===== src/include/snsp_pkg.sv =====
// Shared constants and types for the serial status and protection block
package snsp_pkg;
   // ---------------------------------------------------------------
   // Instruction codes
   // ---------------------------------------------------------------
   localparam logic [7:0] STATUS_READ_CMD      = 8'h05;
   localparam logic [7:0] STATUS_FAST_READ_CMD = 8'h09;
   localparam logic [7:0] STATUS_WRITE_CMD     = 8'h01;
   localparam logic [7:0] LATCH_SET_CMD        = 8'h06;
   localparam logic [7:0] LATCH_CLEAR_CMD      = 8'h04;
   localparam logic [7:0] ARRAY_WRITE_CMD      = 8'h02;
   localparam logic [7:0] CLOCK_WRITE_CMD      = 8'h12;
   localparam logic [7:0] SAVE_CMD             = 8'h3c;
   localparam logic [7:0] RESTORE_CMD          = 8'h60;
   localparam logic [7:0] AUTOSAVE_ON_CMD      = 8'h59;
   localparam logic [7:0] AUTOSAVE_OFF_CMD     = 8'h19;
   localparam logic [7:0] SERIAL_WRITE_CMD     = 8'hc2;

   // ---------------------------------------------------------------
   // Status byte layout
   // ---------------------------------------------------------------
   localparam int ST_BUSY    = 0;
   localparam int ST_LATCH   = 1;
   localparam int ST_BLOCK_LO = 2;
   localparam int ST_BLOCK_HI = 3;
   localparam int ST_LOCK    = 6;
   localparam int ST_PIN_EN  = 7;
   localparam logic [1:0] UNUSED_BITS = 2'h0;

   // ---------------------------------------------------------------
   // Block guard codes and bounds
   // ---------------------------------------------------------------
   localparam logic [1:0]  GUARD_NONE    = 2'h0;
   localparam logic [1:0]  GUARD_QUARTER = 2'h1;
   localparam logic [1:0]  GUARD_HALF    = 2'h2;
   localparam logic [1:0]  GUARD_ALL     = 2'h3;
   localparam logic [15:0] QUARTER_BASE  = 16'hc000;
   localparam logic [15:0] HALF_BASE     = 16'h8000;

   // Shift counters
   localparam logic [2:0] LAST_BIT   = 3'h7;
   localparam logic [1:0] ADDR_ARRAY = 2'h2;
   localparam logic [1:0] ADDR_CLOCK = 2'h1;
   localparam logic [1:0] ADDR_NONE  = 2'h0;

   typedef enum logic [2:0] {
      PH_OPCODE, PH_DUMMY, PH_ADDR, PH_DATA, PH_OUT, PH_SKIP
   } snsp_phase_e;

   // One forwarded write byte or accepted special instruction
   typedef struct packed {
      logic        valid;
      logic [7:0]  op;
      logic [15:0] addr;
      logic [7:0]  data;
   } snsp_fwd_s;
endpackage


===== src/core/snsp_status_protect.sv =====
// Status byte, write latch and array protection behind the serial port
`timescale 1ns/1ps

// Function
// - Status byte layout: enable, lock, zeros, guards, latch, busy
// - Busy bit reads one during save/restore
// - Status write changes only bits 2,3,6,7
// - Bits 4 and 5 read zero always
// - Serial writes refused once lock is set
// - Lock bit sets once, never clears
// - Guard, lock, enable, latch start at zero
// - Latch is zero after power-up
// - Normal status read shifts status after opcode
// - Fast status read needs one dummy byte
// - Status write is opcode plus eight bits
// - Write-type instructions ignored while latch clear
// - Latch-set instruction sets the latch
// - Completed write-type instruction clears the latch
// - Latch-clear takes effect at select release
// - Guard code picks none, quarter, half, all
// - Writes into guarded range are discarded
// - Guard pin matters only with enable set
// - Retained copy changes only on save completion
// - Status opcodes 05, 09 and 01
// - Latch opcodes 06 set, 04 clear
// - Most significant bit first, select falling starts
// - Guard pin low with enable rejects status write
module snsp_status_protect (
   // Clock and reset
   input  wire logic              sys_clk_i,
   input  wire logic              sys_rst_i,
   // Serial port
   input  wire logic              spi_sck_i,
   input  wire logic              spi_cs_n_i,
   input  wire logic              spi_mosi_i,
   output logic                   spi_miso_o,
   output logic                   spi_miso_oe_o,
   // Write guard pin, low means guard
   input  wire logic              guard_n_i,
   // Nonvolatile engine
   input  wire logic              busy_i,
   input  wire logic              save_done_i,
   input  wire logic              restore_done_i,
   // Forwarded writes and accepted specials
   output snsp_pkg::snsp_fwd_s    fwd_o,
   // Live and retained status
   output logic [7:0]             status_o,
   output logic [7:0]             nv_status_o
);
   import snsp_pkg::*;

   // ---------------------------------------------------------------
   // Decode helpers
   // ---------------------------------------------------------------
   function automatic logic is_write_type(input logic [7:0] op);
      case (op)
         STATUS_WRITE_CMD, ARRAY_WRITE_CMD, CLOCK_WRITE_CMD,
         SERIAL_WRITE_CMD, SAVE_CMD, RESTORE_CMD,
         AUTOSAVE_ON_CMD, AUTOSAVE_OFF_CMD: is_write_type = 1'b1;
         default:                           is_write_type = 1'b0;
      endcase
   endfunction

   function automatic logic is_special(input logic [7:0] op);
      case (op)
         SAVE_CMD, RESTORE_CMD, AUTOSAVE_ON_CMD,
         AUTOSAVE_OFF_CMD: is_special = 1'b1;
         default:          is_special = 1'b0;
      endcase
   endfunction

   function automatic logic in_guard(input logic [1:0] code, input logic [15:0] a);
      case (code)
         GUARD_NONE:    in_guard = 1'b0;
         GUARD_QUARTER: in_guard = (a >= QUARTER_BASE);
         GUARD_HALF:    in_guard = (a >= HALF_BASE);
         GUARD_ALL:     in_guard = 1'b1;
         default:       in_guard = 1'b1;
      endcase
   endfunction

   // ---------------------------------------------------------------
   // Pin edges
   // ---------------------------------------------------------------
   logic sck_reg;
   logic cs_n_reg;
   logic sck_rise;
   logic sck_fall;
   logic cs_fall;
   logic cs_rise;

   always_ff @(posedge sys_clk_i) begin
      if (sys_rst_i) begin
         sck_reg  <= 1'b0;
         cs_n_reg <= 1'b1;
      end else begin
         sck_reg  <= spi_sck_i;
         cs_n_reg <= spi_cs_n_i;
      end
   end

   assign sck_rise = spi_sck_i & ~sck_reg & ~spi_cs_n_i;
   assign sck_fall = ~spi_sck_i & sck_reg & ~spi_cs_n_i;
   assign cs_fall  = ~spi_cs_n_i & cs_n_reg;
   assign cs_rise  = spi_cs_n_i & ~cs_n_reg;

   // ---------------------------------------------------------------
   // Input shifter
   // ---------------------------------------------------------------
   logic [7:0] shift_reg;
   logic [2:0] bit_cnt_reg;
   logic       byte_done;
   logic [7:0] byte_val;

   assign byte_val  = {shift_reg[6:0], spi_mosi_i};
   assign byte_done = sck_rise & (bit_cnt_reg == LAST_BIT);

   always_ff @(posedge sys_clk_i) begin
      if (sys_rst_i || cs_fall) begin
         shift_reg   <= 8'h00;
         bit_cnt_reg <= 3'h0;
      end else if (sck_rise) begin
         shift_reg   <= byte_val;
         bit_cnt_reg <= bit_cnt_reg + 3'h1;
      end
   end

   // ---------------------------------------------------------------
   // Instruction phase
   // ---------------------------------------------------------------
   snsp_phase_e phase_reg;
   logic [7:0]  op_reg;
   logic [1:0]  addr_left_reg;
   logic [15:0] addr_reg;
   logic        done_reg;
   logic        guard_q_reg;
   logic        pin_en_reg;
   logic        lock_reg;
   logic [1:0]  bp_reg;
   logic        latch_reg;
   logic        busy_reg;
   logic        sw_ok;

   // Guard pin is caught at selection so a change mid-frame has no effect
   always_ff @(posedge sys_clk_i) begin
      if (sys_rst_i) begin
         guard_q_reg <= 1'b0;
      end else if (cs_fall) begin
         guard_q_reg <= ~guard_n_i & pin_en_reg;
      end
   end

   always_ff @(posedge sys_clk_i) begin
      if (sys_rst_i || cs_fall) begin
         phase_reg     <= PH_OPCODE;
         op_reg        <= 8'h00;
         addr_left_reg <= ADDR_NONE;
         addr_reg      <= 16'h0000;
         done_reg      <= 1'b0;
      end else if (byte_done) begin
         case (phase_reg)
            PH_OPCODE: begin
               op_reg <= byte_val;
               if (is_write_type(byte_val) && !latch_reg) begin
                  phase_reg <= PH_SKIP;
               end else begin
                  case (byte_val)
                     STATUS_READ_CMD:      phase_reg <= PH_OUT;
                     STATUS_FAST_READ_CMD: phase_reg <= PH_DUMMY;
                     STATUS_WRITE_CMD:     phase_reg <= PH_DATA;
                     SERIAL_WRITE_CMD:     phase_reg <= PH_DATA;
                     ARRAY_WRITE_CMD: begin
                        phase_reg     <= PH_ADDR;
                        addr_left_reg <= ADDR_ARRAY;
                     end
                     CLOCK_WRITE_CMD: begin
                        phase_reg     <= PH_ADDR;
                        addr_left_reg <= ADDR_CLOCK;
                     end
                     default: begin
                        phase_reg <= PH_SKIP;
                        done_reg  <= is_special(byte_val);
                     end
                  endcase
               end
            end
            PH_DUMMY: phase_reg <= PH_OUT;
            PH_ADDR: begin
               addr_reg      <= {addr_reg[7:0], byte_val};
               addr_left_reg <= addr_left_reg - 2'h1;
               if (addr_left_reg == ADDR_CLOCK) begin
                  phase_reg <= PH_DATA;
               end
            end
            PH_DATA: begin
               done_reg <= 1'b1;
               addr_reg <= addr_reg + 16'h0001;
               if (op_reg == STATUS_WRITE_CMD) begin
                  phase_reg <= PH_SKIP;
               end
            end
            PH_OUT:  phase_reg <= PH_OUT;
            PH_SKIP: phase_reg <= PH_SKIP;
            default: phase_reg <= PH_SKIP;
         endcase
      end
   end

   // ---------------------------------------------------------------
   // Status fields
   // ---------------------------------------------------------------
   assign sw_ok = byte_done && phase_reg == PH_DATA && op_reg == STATUS_WRITE_CMD
                  && !guard_q_reg;

   always_ff @(posedge sys_clk_i) begin
      if (sys_rst_i) begin
         busy_reg <= 1'b0;
      end else begin
         busy_reg <= busy_i;
      end
   end

   // Restore reloads guards and enable from the retained copy
   logic       pin_nv_reg;
   logic       lock_nv_reg;
   logic [1:0] bp_nv_reg;

   always_ff @(posedge sys_clk_i) begin
      if (sys_rst_i) begin
         pin_en_reg <= 1'b0;
         bp_reg     <= GUARD_NONE;
      end else if (sw_ok) begin
         pin_en_reg <= byte_val[ST_PIN_EN];
         bp_reg     <= byte_val[ST_BLOCK_HI:ST_BLOCK_LO];
      end else if (restore_done_i) begin
         pin_en_reg <= pin_nv_reg;
         bp_reg     <= bp_nv_reg;
      end
   end

   // Lock only ever ORs in, so no path can return it to zero
   always_ff @(posedge sys_clk_i) begin
      if (sys_rst_i) begin
         lock_reg <= 1'b0;
      end else if (sw_ok) begin
         lock_reg <= lock_reg | byte_val[ST_LOCK];
      end else if (restore_done_i) begin
         lock_reg <= lock_reg | lock_nv_reg;
      end
   end

   always_ff @(posedge sys_clk_i) begin
      if (sys_rst_i) begin
         latch_reg <= 1'b0;
      end else if (byte_done && phase_reg == PH_OPCODE && byte_val == LATCH_SET_CMD) begin
         latch_reg <= 1'b1;
      end else if (cs_rise && op_reg == LATCH_CLEAR_CMD) begin
         latch_reg <= 1'b0;
      end else if (cs_rise && done_reg && is_write_type(op_reg)) begin
         latch_reg <= 1'b0;
      end
   end

   always_ff @(posedge sys_clk_i) begin
      if (sys_rst_i) begin
         pin_nv_reg  <= 1'b0;
         lock_nv_reg <= 1'b0;
         bp_nv_reg   <= GUARD_NONE;
      end else if (save_done_i) begin
         pin_nv_reg  <= pin_en_reg;
         lock_nv_reg <= lock_reg;
         bp_nv_reg   <= bp_reg;
      end
   end

   logic [7:0] status_now;
   assign status_now = {pin_en_reg, lock_reg, UNUSED_BITS, bp_reg, latch_reg, busy_reg};

   always_ff @(posedge sys_clk_i) begin
      if (sys_rst_i) begin
         status_o    <= 8'h00;
         nv_status_o <= 8'h00;
      end else begin
         status_o    <= status_now;
         nv_status_o <= {pin_nv_reg, lock_nv_reg, UNUSED_BITS, bp_nv_reg, 2'h0};
      end
   end

   // ---------------------------------------------------------------
   // Status shift-out
   // ---------------------------------------------------------------
   logic [7:0] tx_reg;
   logic [2:0] tx_cnt_reg;

   // Bits change on falling clock so the host samples on the rising one
   always_ff @(posedge sys_clk_i) begin
      if (sys_rst_i || cs_fall) begin
         tx_reg     <= 8'h00;
         tx_cnt_reg <= 3'h0;
         spi_miso_o <= 1'b0;
      end else if (phase_reg != PH_OUT) begin
         tx_reg     <= status_now;
         tx_cnt_reg <= 3'h0;
      end else if (sck_fall) begin
         spi_miso_o <= tx_reg[7];
         tx_cnt_reg <= tx_cnt_reg + 3'h1;
         tx_reg     <= (tx_cnt_reg == LAST_BIT) ? status_now : {tx_reg[6:0], 1'b0};
      end
   end

   always_ff @(posedge sys_clk_i) begin
      if (sys_rst_i) begin
         spi_miso_oe_o <= 1'b0;
      end else begin
         spi_miso_oe_o <= ~spi_cs_n_i & (phase_reg == PH_OUT);
      end
   end

   // ---------------------------------------------------------------
   // Forwarded writes
   // ---------------------------------------------------------------
   always_ff @(posedge sys_clk_i) begin
      if (sys_rst_i) begin
         fwd_o <= '0;
      end else begin
         fwd_o.valid <= 1'b0;
         fwd_o.op    <= op_reg;
         fwd_o.addr  <= addr_reg;
         fwd_o.data  <= byte_val;
         if (byte_done && phase_reg == PH_DATA) begin
            case (op_reg)
               ARRAY_WRITE_CMD:  fwd_o.valid <= ~in_guard(bp_reg, addr_reg);
               SERIAL_WRITE_CMD: fwd_o.valid <= ~lock_reg;
               CLOCK_WRITE_CMD:  fwd_o.valid <= 1'b1;
               default:          fwd_o.valid <= 1'b0;
            endcase
         end else if (cs_rise && done_reg && is_special(op_reg)) begin
            fwd_o.valid <= 1'b1;
         end
      end
   end
endmodule


===== config.mk =====
export PLATFORM = sky130hd
export DESIGN_NAME = snsp_status_protect
export DESIGN_NICKNAME = d
export VERILOG_FILES = /design/src/include/snsp_pkg.sv /design/src/core/snsp_status_protect.sv
export SDC_FILE = /design/constraint.sdc
export NUM_CORES = 1
export LEC_CHECK = 0
export BUFFER_PORTS_ARGS = -buffer_cell sky130_fd_sc_hd__buf_2
export CAP_MARGIN = 5
export CORE_UTILIZATION = 45
export DETAILED_ROUTE_END_ITERATION = 16
export HOLD_SLACK_MARGIN = 0.1
export PLACE_DENSITY = 0.72
export SLEW_MARGIN = 20
export SYNTH_ARGS = -nofsm -noshare
export SYNTH_HDL_FRONTEND = slang
export SYNTH_SLANG_ARGS = --single-unit
export TNS_END_PERCENT = 1

===== constraint.sdc =====
create_clock -name sys_clk_i -period 1.56 [get_ports sys_clk_i]
set_input_delay 0.312 -clock sys_clk_i [delete_from_list [all_inputs] [get_ports sys_clk_i]]
set_output_delay 0.312 -clock sys_clk_i [all_outputs]
set_load 0.01 [all_outputs]

; Word level (Yosys, flattened, before mapping)
; Index checks and enable logic that the tools add are counted.
[op_classes]
magnitude_cmp = 2
n_mux = 43
add_sub_neg = 4
bitwise = 19
n_reduce_logical = 36
eq_ne = 36
[op_table]
columns = operator, count
row1 = $eq A8 B5 Y1 const B, 4
row2 = $eq A8 B7 Y1 const B, 4
row3 = $ge A16 B16 Y1 const B, 2
row4 = $pmux W16 S2, 1
row5 = $mux W1, 26
row6 = $eq A8 B3 Y1 const B, 3
row7 = $mux W8, 3
row8 = $pmux W3 S4, 2
row9 = $add A16 B1 Y16 const B, 1
row10 = $eq A8 B1 Y1 const B, 2
row11 = $eq A8 B2 Y1 const B, 2
row12 = $eq A8 B6 Y1 const B, 2
row13 = $eq A8 B8 Y1 const B, 2
row14 = $reduce_or A8 Y1, 2
row15 = $logic_and A1 B1 Y1, 10
row16 = $reduce_bool A2 Y1, 5
row17 = $and A1 B1 Y1, 9
row18 = $eq A3 B3 Y1 const B, 3
row19 = $mux W3, 3
row20 = $eq A8 B4 Y1 const B, 1
row21 = $ne A2 B2 Y1 const B, 4
row22 = $not A1 Y1, 8
row23 = $pmux W2 S2, 2
row24 = $reduce_and A4 Y1, 2
row25 = other kinds (23), 37
[word_totals]
register_bits = 115
inputBits = 9

; Longest topological paths before layout
[depth]
word_depth = 12
ltp_mapped = 8

; Worst setup path before layout
; No wires, ideal clock.
[synth_path]
path_type = reg-to-reg
from = register bit_cnt_reg[0]
to = register lock_reg
t_required_ps = 1440
path_stages_with_launch = 9
setup_slack_ps = -138
t_arrival_ps = 1578
setup_ps = 120
cell_sequence = dfxtp_1 > ha_1 > ha_1 > and3_1 > buf_4 > nand2_2 > nor3_4 > nor2_1 > a211o_1
[synth_between]
elab_chain_len = 6
word_cells_on_any_way = 7
classes_between = eq/ne (1) / mux (1) / bitwise (1) / reduce/logical (4)
[synth_lines]
columns = item, line_no
row1 = from (decl), snsp_status_protect.sv:111  ; logic [2:0] bit_cnt_reg;
row2 = from (signal assigned), snsp_status_protect.sv:124  ; bit_cnt_reg <= bit_cnt_reg + 3'h1;
row3 = $eq A3 B3 Y1 *, snsp_status_protect.sv:116  ; assign byte_done = sck_rise & (bit_cnt_reg == LAST_BIT);
row4 = $and A1 B1 Y1 *, snsp_status_protect.sv:116
row5 = $logic_and A1 B1 Y1 * (2 in series), snsp_status_protect.sv:212  ; assign sw_ok = byte_done && phase_reg == PH_DATA && op_reg == STATUS_WRITE_CMD
row6 = $logic_and A1 B1 Y1 *, snsp_status_protect.sv:213  ; && !guard_q_reg;
row7 = $mux W1 / $reduce_bool A2 Y1 (equally long branches), -
row8 = to (signal assigned), snsp_status_protect.sv:246  ; lock_reg <= lock_reg | byte_val[ST_LOCK];
row9 = to (signal assigned), snsp_status_protect.sv:248  ; lock_reg <= lock_reg | lock_nv_reg;
row10 = to (decl), snsp_status_protect.sv:138  ; logic lock_reg;
; Mark *: on every way between the ends. The rest lies on a longest branch, timed or not.
; A chain may end at the register's enable or synchronous reset.

; Worst setup path in the final report
[layout_path]
from = register addr_reg[2]
to = register addr_reg[15]
[layout_between]
elab_chain_len = 2
[layout_lines]
columns = item, line_no
row1 = from (decl), snsp_status_protect.sv:134  ; logic [15:0] addr_reg;
row2 = from (signal assigned), snsp_status_protect.sv:189  ; addr_reg <= {addr_reg[7:0], byte_val};
row3 = from (signal assigned), snsp_status_protect.sv:197  ; addr_reg <= addr_reg + 16'h0001;
row4 = $add A16 B1 Y16, snsp_status_protect.sv:197
row5 = $pmux W16 S2, snsp_status_protect.sv:161  ; case (phase_reg)
; Every way passes these cells.

==> results.yml <==
logic_synthesis:
  synth_ff_type: "dfxtp_1"
  synth.cells.most_frequent: "dfxtp_1, nor2_1, nor2b_1"
  synthXorXnorAreaFrac_pct: 0.384
  synthMuxAreaShare_pct: 5.05
  post-synth-top-count-cell: "dfxtp_1"
  yosys_warnings: 0
  yosysSeqAreaShare_pct: 47.8
  synth-seq-cells: 109
  yosysUniqueCellTypes: 55
  netlist_area_sq_um: 4560
  avgSynthCellArea_sq_um: 8.82
  synth-simple-area-share_pct: 25.0
  synth_edf_count: 0
  synthAdderAreaFrac_pct: 1.92
  synth_top_family_by_area: "simple AND/OR/NAND/NOR gates"
  synthArstFlopShare_pct: 0
  synth_compound_area_share_pct: 14.8
  yosysTopAreaCell: "dfxtp_1"
  synth_area_leaders: "dfxtp_1, nor2b_1, nor2_1"
  synthCells: 517
  synth_top_area_share_pct: 47.8
floorplan:
  io_pins: 60
  die_w_microns: 103
  initial_core_util_pct: 46.5
  die_y_microns: 103
  dieArea_sq_um: 10500
  core_sq_um: 9820
  std_cell_rows: 36
place:
  gp_congestion: 0.888
  port_buffers: 53
  place_worst_setup_slack_ps: -135
  placedInstanceArea_sq_um: 5490
  dp_hpwl_microns: 8220
  placed_cells: 744
timing:
  rsz0062_at_grt: "yes"
  skew_ps: 18.0
  layout_min_cycle_time_ps: 1590
  slew_viol_final: 0
  finalSetupTns_ps: -125
  fmax_mhz: 628
  layout_setup_ws_ps: -31.2
  setup_violations: 7
  hold_violations: 0
  period_share_pct: 102
pwr:
  p_sw_mw: 1.17
  p_leak_nw: 2.40
  power.share.switching_pct: 25.1
  peakVddDrop_uv: 404
  p_per_area_nw_per_um2: 791
  p_comb_share_pct: 4.3
  p_int_mw: 3.50
  pwr-share-clk_pct: 35.9
  seq_power_share_pct: 59.8
cells_and_area:
  layout-drive-gt1-share_pct: 31.7
  num_antenna_cells: 0
  syn_to_final_growth_pct: 29.6
  nets: 642
  final_util_pct: 60.2
  final_area_sq_um: 5910
  largest_reg_flops: 33
  stdcell_count: 764
global_routing:
  grt_max_degree: 50
  antenna_found_initial: 0
  overflow: 0
  grt_pass1_vias: 3942
  grt_util_all_layers_pct: 23.6
  grt_pass1_wl_microns: 19200
clock_tree:
  cts_buffers: 9
  root_buffer: "clkbuf_8"
  clk_latency_ps: 390
  cts_tree: "done"
  clock_path_buffers: 2
  path_clk_slew_ps: 110
  cts_sinks: 109
  htreeDepth: 3
  ctsHoldBuffers: 0
critical_path:
  cp.required_ps: 1850
  critPathKind: "flop to flop"
  critPathCaptureType: "flop"
  cp-start-kind: "flop"
  cp-startpoint: "addr_reg[2]"
  cp.arrival_ps: 1880
  regToRegSetupSlack_ps: -30
  timing.rr.start: "addr_reg[2]"
  crit_fanout: 4
run:
  cap_violations: 0
drt:
  ant_nets: 0
  drt-initial-drc-count: 177
  drc: 0
  routed_wl_microns: 11800
  vias: 4053
  via_per_inst: 5.30
  drt-pass1-iter-count: 5
  drt-wirelength-per-cell_microns: 15.5
outcome:
  status: "finished, violations left"
  violations: "negative setup slack"
min_path:
  hp-class: "primary input to flop"
  hp-start: "busy_i"
==> final timing paths <==
check | endpoint | cells past startpoint
setup / recovery | addr_reg[15] | 6
hold / removal | busy_reg | 2
setup reg to reg | addr_reg[15] | 6
hold reg to reg | tx_cnt_reg[2] | 2
==> per-layer routing <==
| layer | vias up | share of wire [%] | GRT usage, % | routed length [microns] |
|---|---|---|---|---|
| met3 | 19 | 4.9 | 4.07 | 582 |
| met5 | - | 0 | 0 | 0 |
| li1 | 2004 | - | - | - |
| met2 | 121 | 48 | 39.1 | 5670 |
| met1 | 1909 | 46 | 30.7 | 5380 |
| met4 | 0 | 1.5 | 9.01 | 174 |
==> critical path, stage by stage, from the launching register on <==
cell	delay, ps
dfxtp_2	340
and4_4	280
nand4_4	110
or3_4	380
o21ai_1	130
a21oi_1	70
a311oi_1	190
==> power groups by stage <==
| stage | registers, mW | clock network (mW) | logic [mW] |
|---|---|---|---|
| floorplan | 2.86 | 0 | 0.116 |
| global placement | 2.86 | 0 | 0.190 |
| detailed placement | 2.86 | 0 | 0.192 |
| CTS | 2.80 | 1.72 | 0.196 |
| global route | 2.80 | 1.83 | 0.220 |
| finish | 2.79 | 1.68 | 0.203 |
==> cells by family (layout without fill, tap and decap cells) <==
group,Yosys count,after routing
xor gates and xnor gates,2,2
DFF,109,109
other,1,6
buffers and inverters,49,158
muxes,23,23
and+or+nand+nor,216,216
adders and majority gates,7,7
AOI/OAI and AO/OA,110,110
==> layout make-up <==
class,count,area (sq um)
fillers,900,3910
multi-input cells,364,2370
flip-flops and latches,109,2210
repair buffers,133,945
well taps,133,166
clock buffers,10,128
clock inverters,6,62.6
inverters,9,33.8
==> through the flow <==
stage                     hold WS, ps  total power [mW]
after floorplan                   394              2.98
after global placement            438              3.05
after detailed placement          455              3.05
after CTS                         138              4.72
after global routing              154              4.84
final                             139              4.67
==> timing repair <==
item                                    in CTS  in global routing
buffers inserted                             2                  2
gates resized for setup                     28                 22
pin swaps                                    1                 16
endpoints found under the setup margin      13                 30
gates cloned                                 0                  0
==> placed cells by master, fill, tap and decap left out, types with 3 or more instances in the layout <==
master    Yosys  routed
nand3_1      18      17
ha_1          7       5
and3_1        6       3
a21oi_1      34      34
buf_12        0       6
dfxtp_2       0      15
nor2_1       66      63
o211ai_1      3       3
o21ai_0      30      26
dfxtp_1     109      92
nand2_1      33      32
nor3_1       12       9
buf_4         8      73
mux2i_1      23      23
a211oi_1     13      11
nand4_1       5       5
nor3b_1       5       5
o21ai_1       0       4
nor3_2        0       3
nor2_2        1       3
clkbuf_8      0       9
inv_1         9       9
o22ai_1       9       9
inv_6         0       3
buf_2         9      53
nand3b_1      5       5
o32ai_1       3       3
a311oi_1      3       3
nand2b_1      4       3
nor2b_1      43      41
and3_4        0       3
conb_1        1       6
Power figures use the tool's default switching activity.
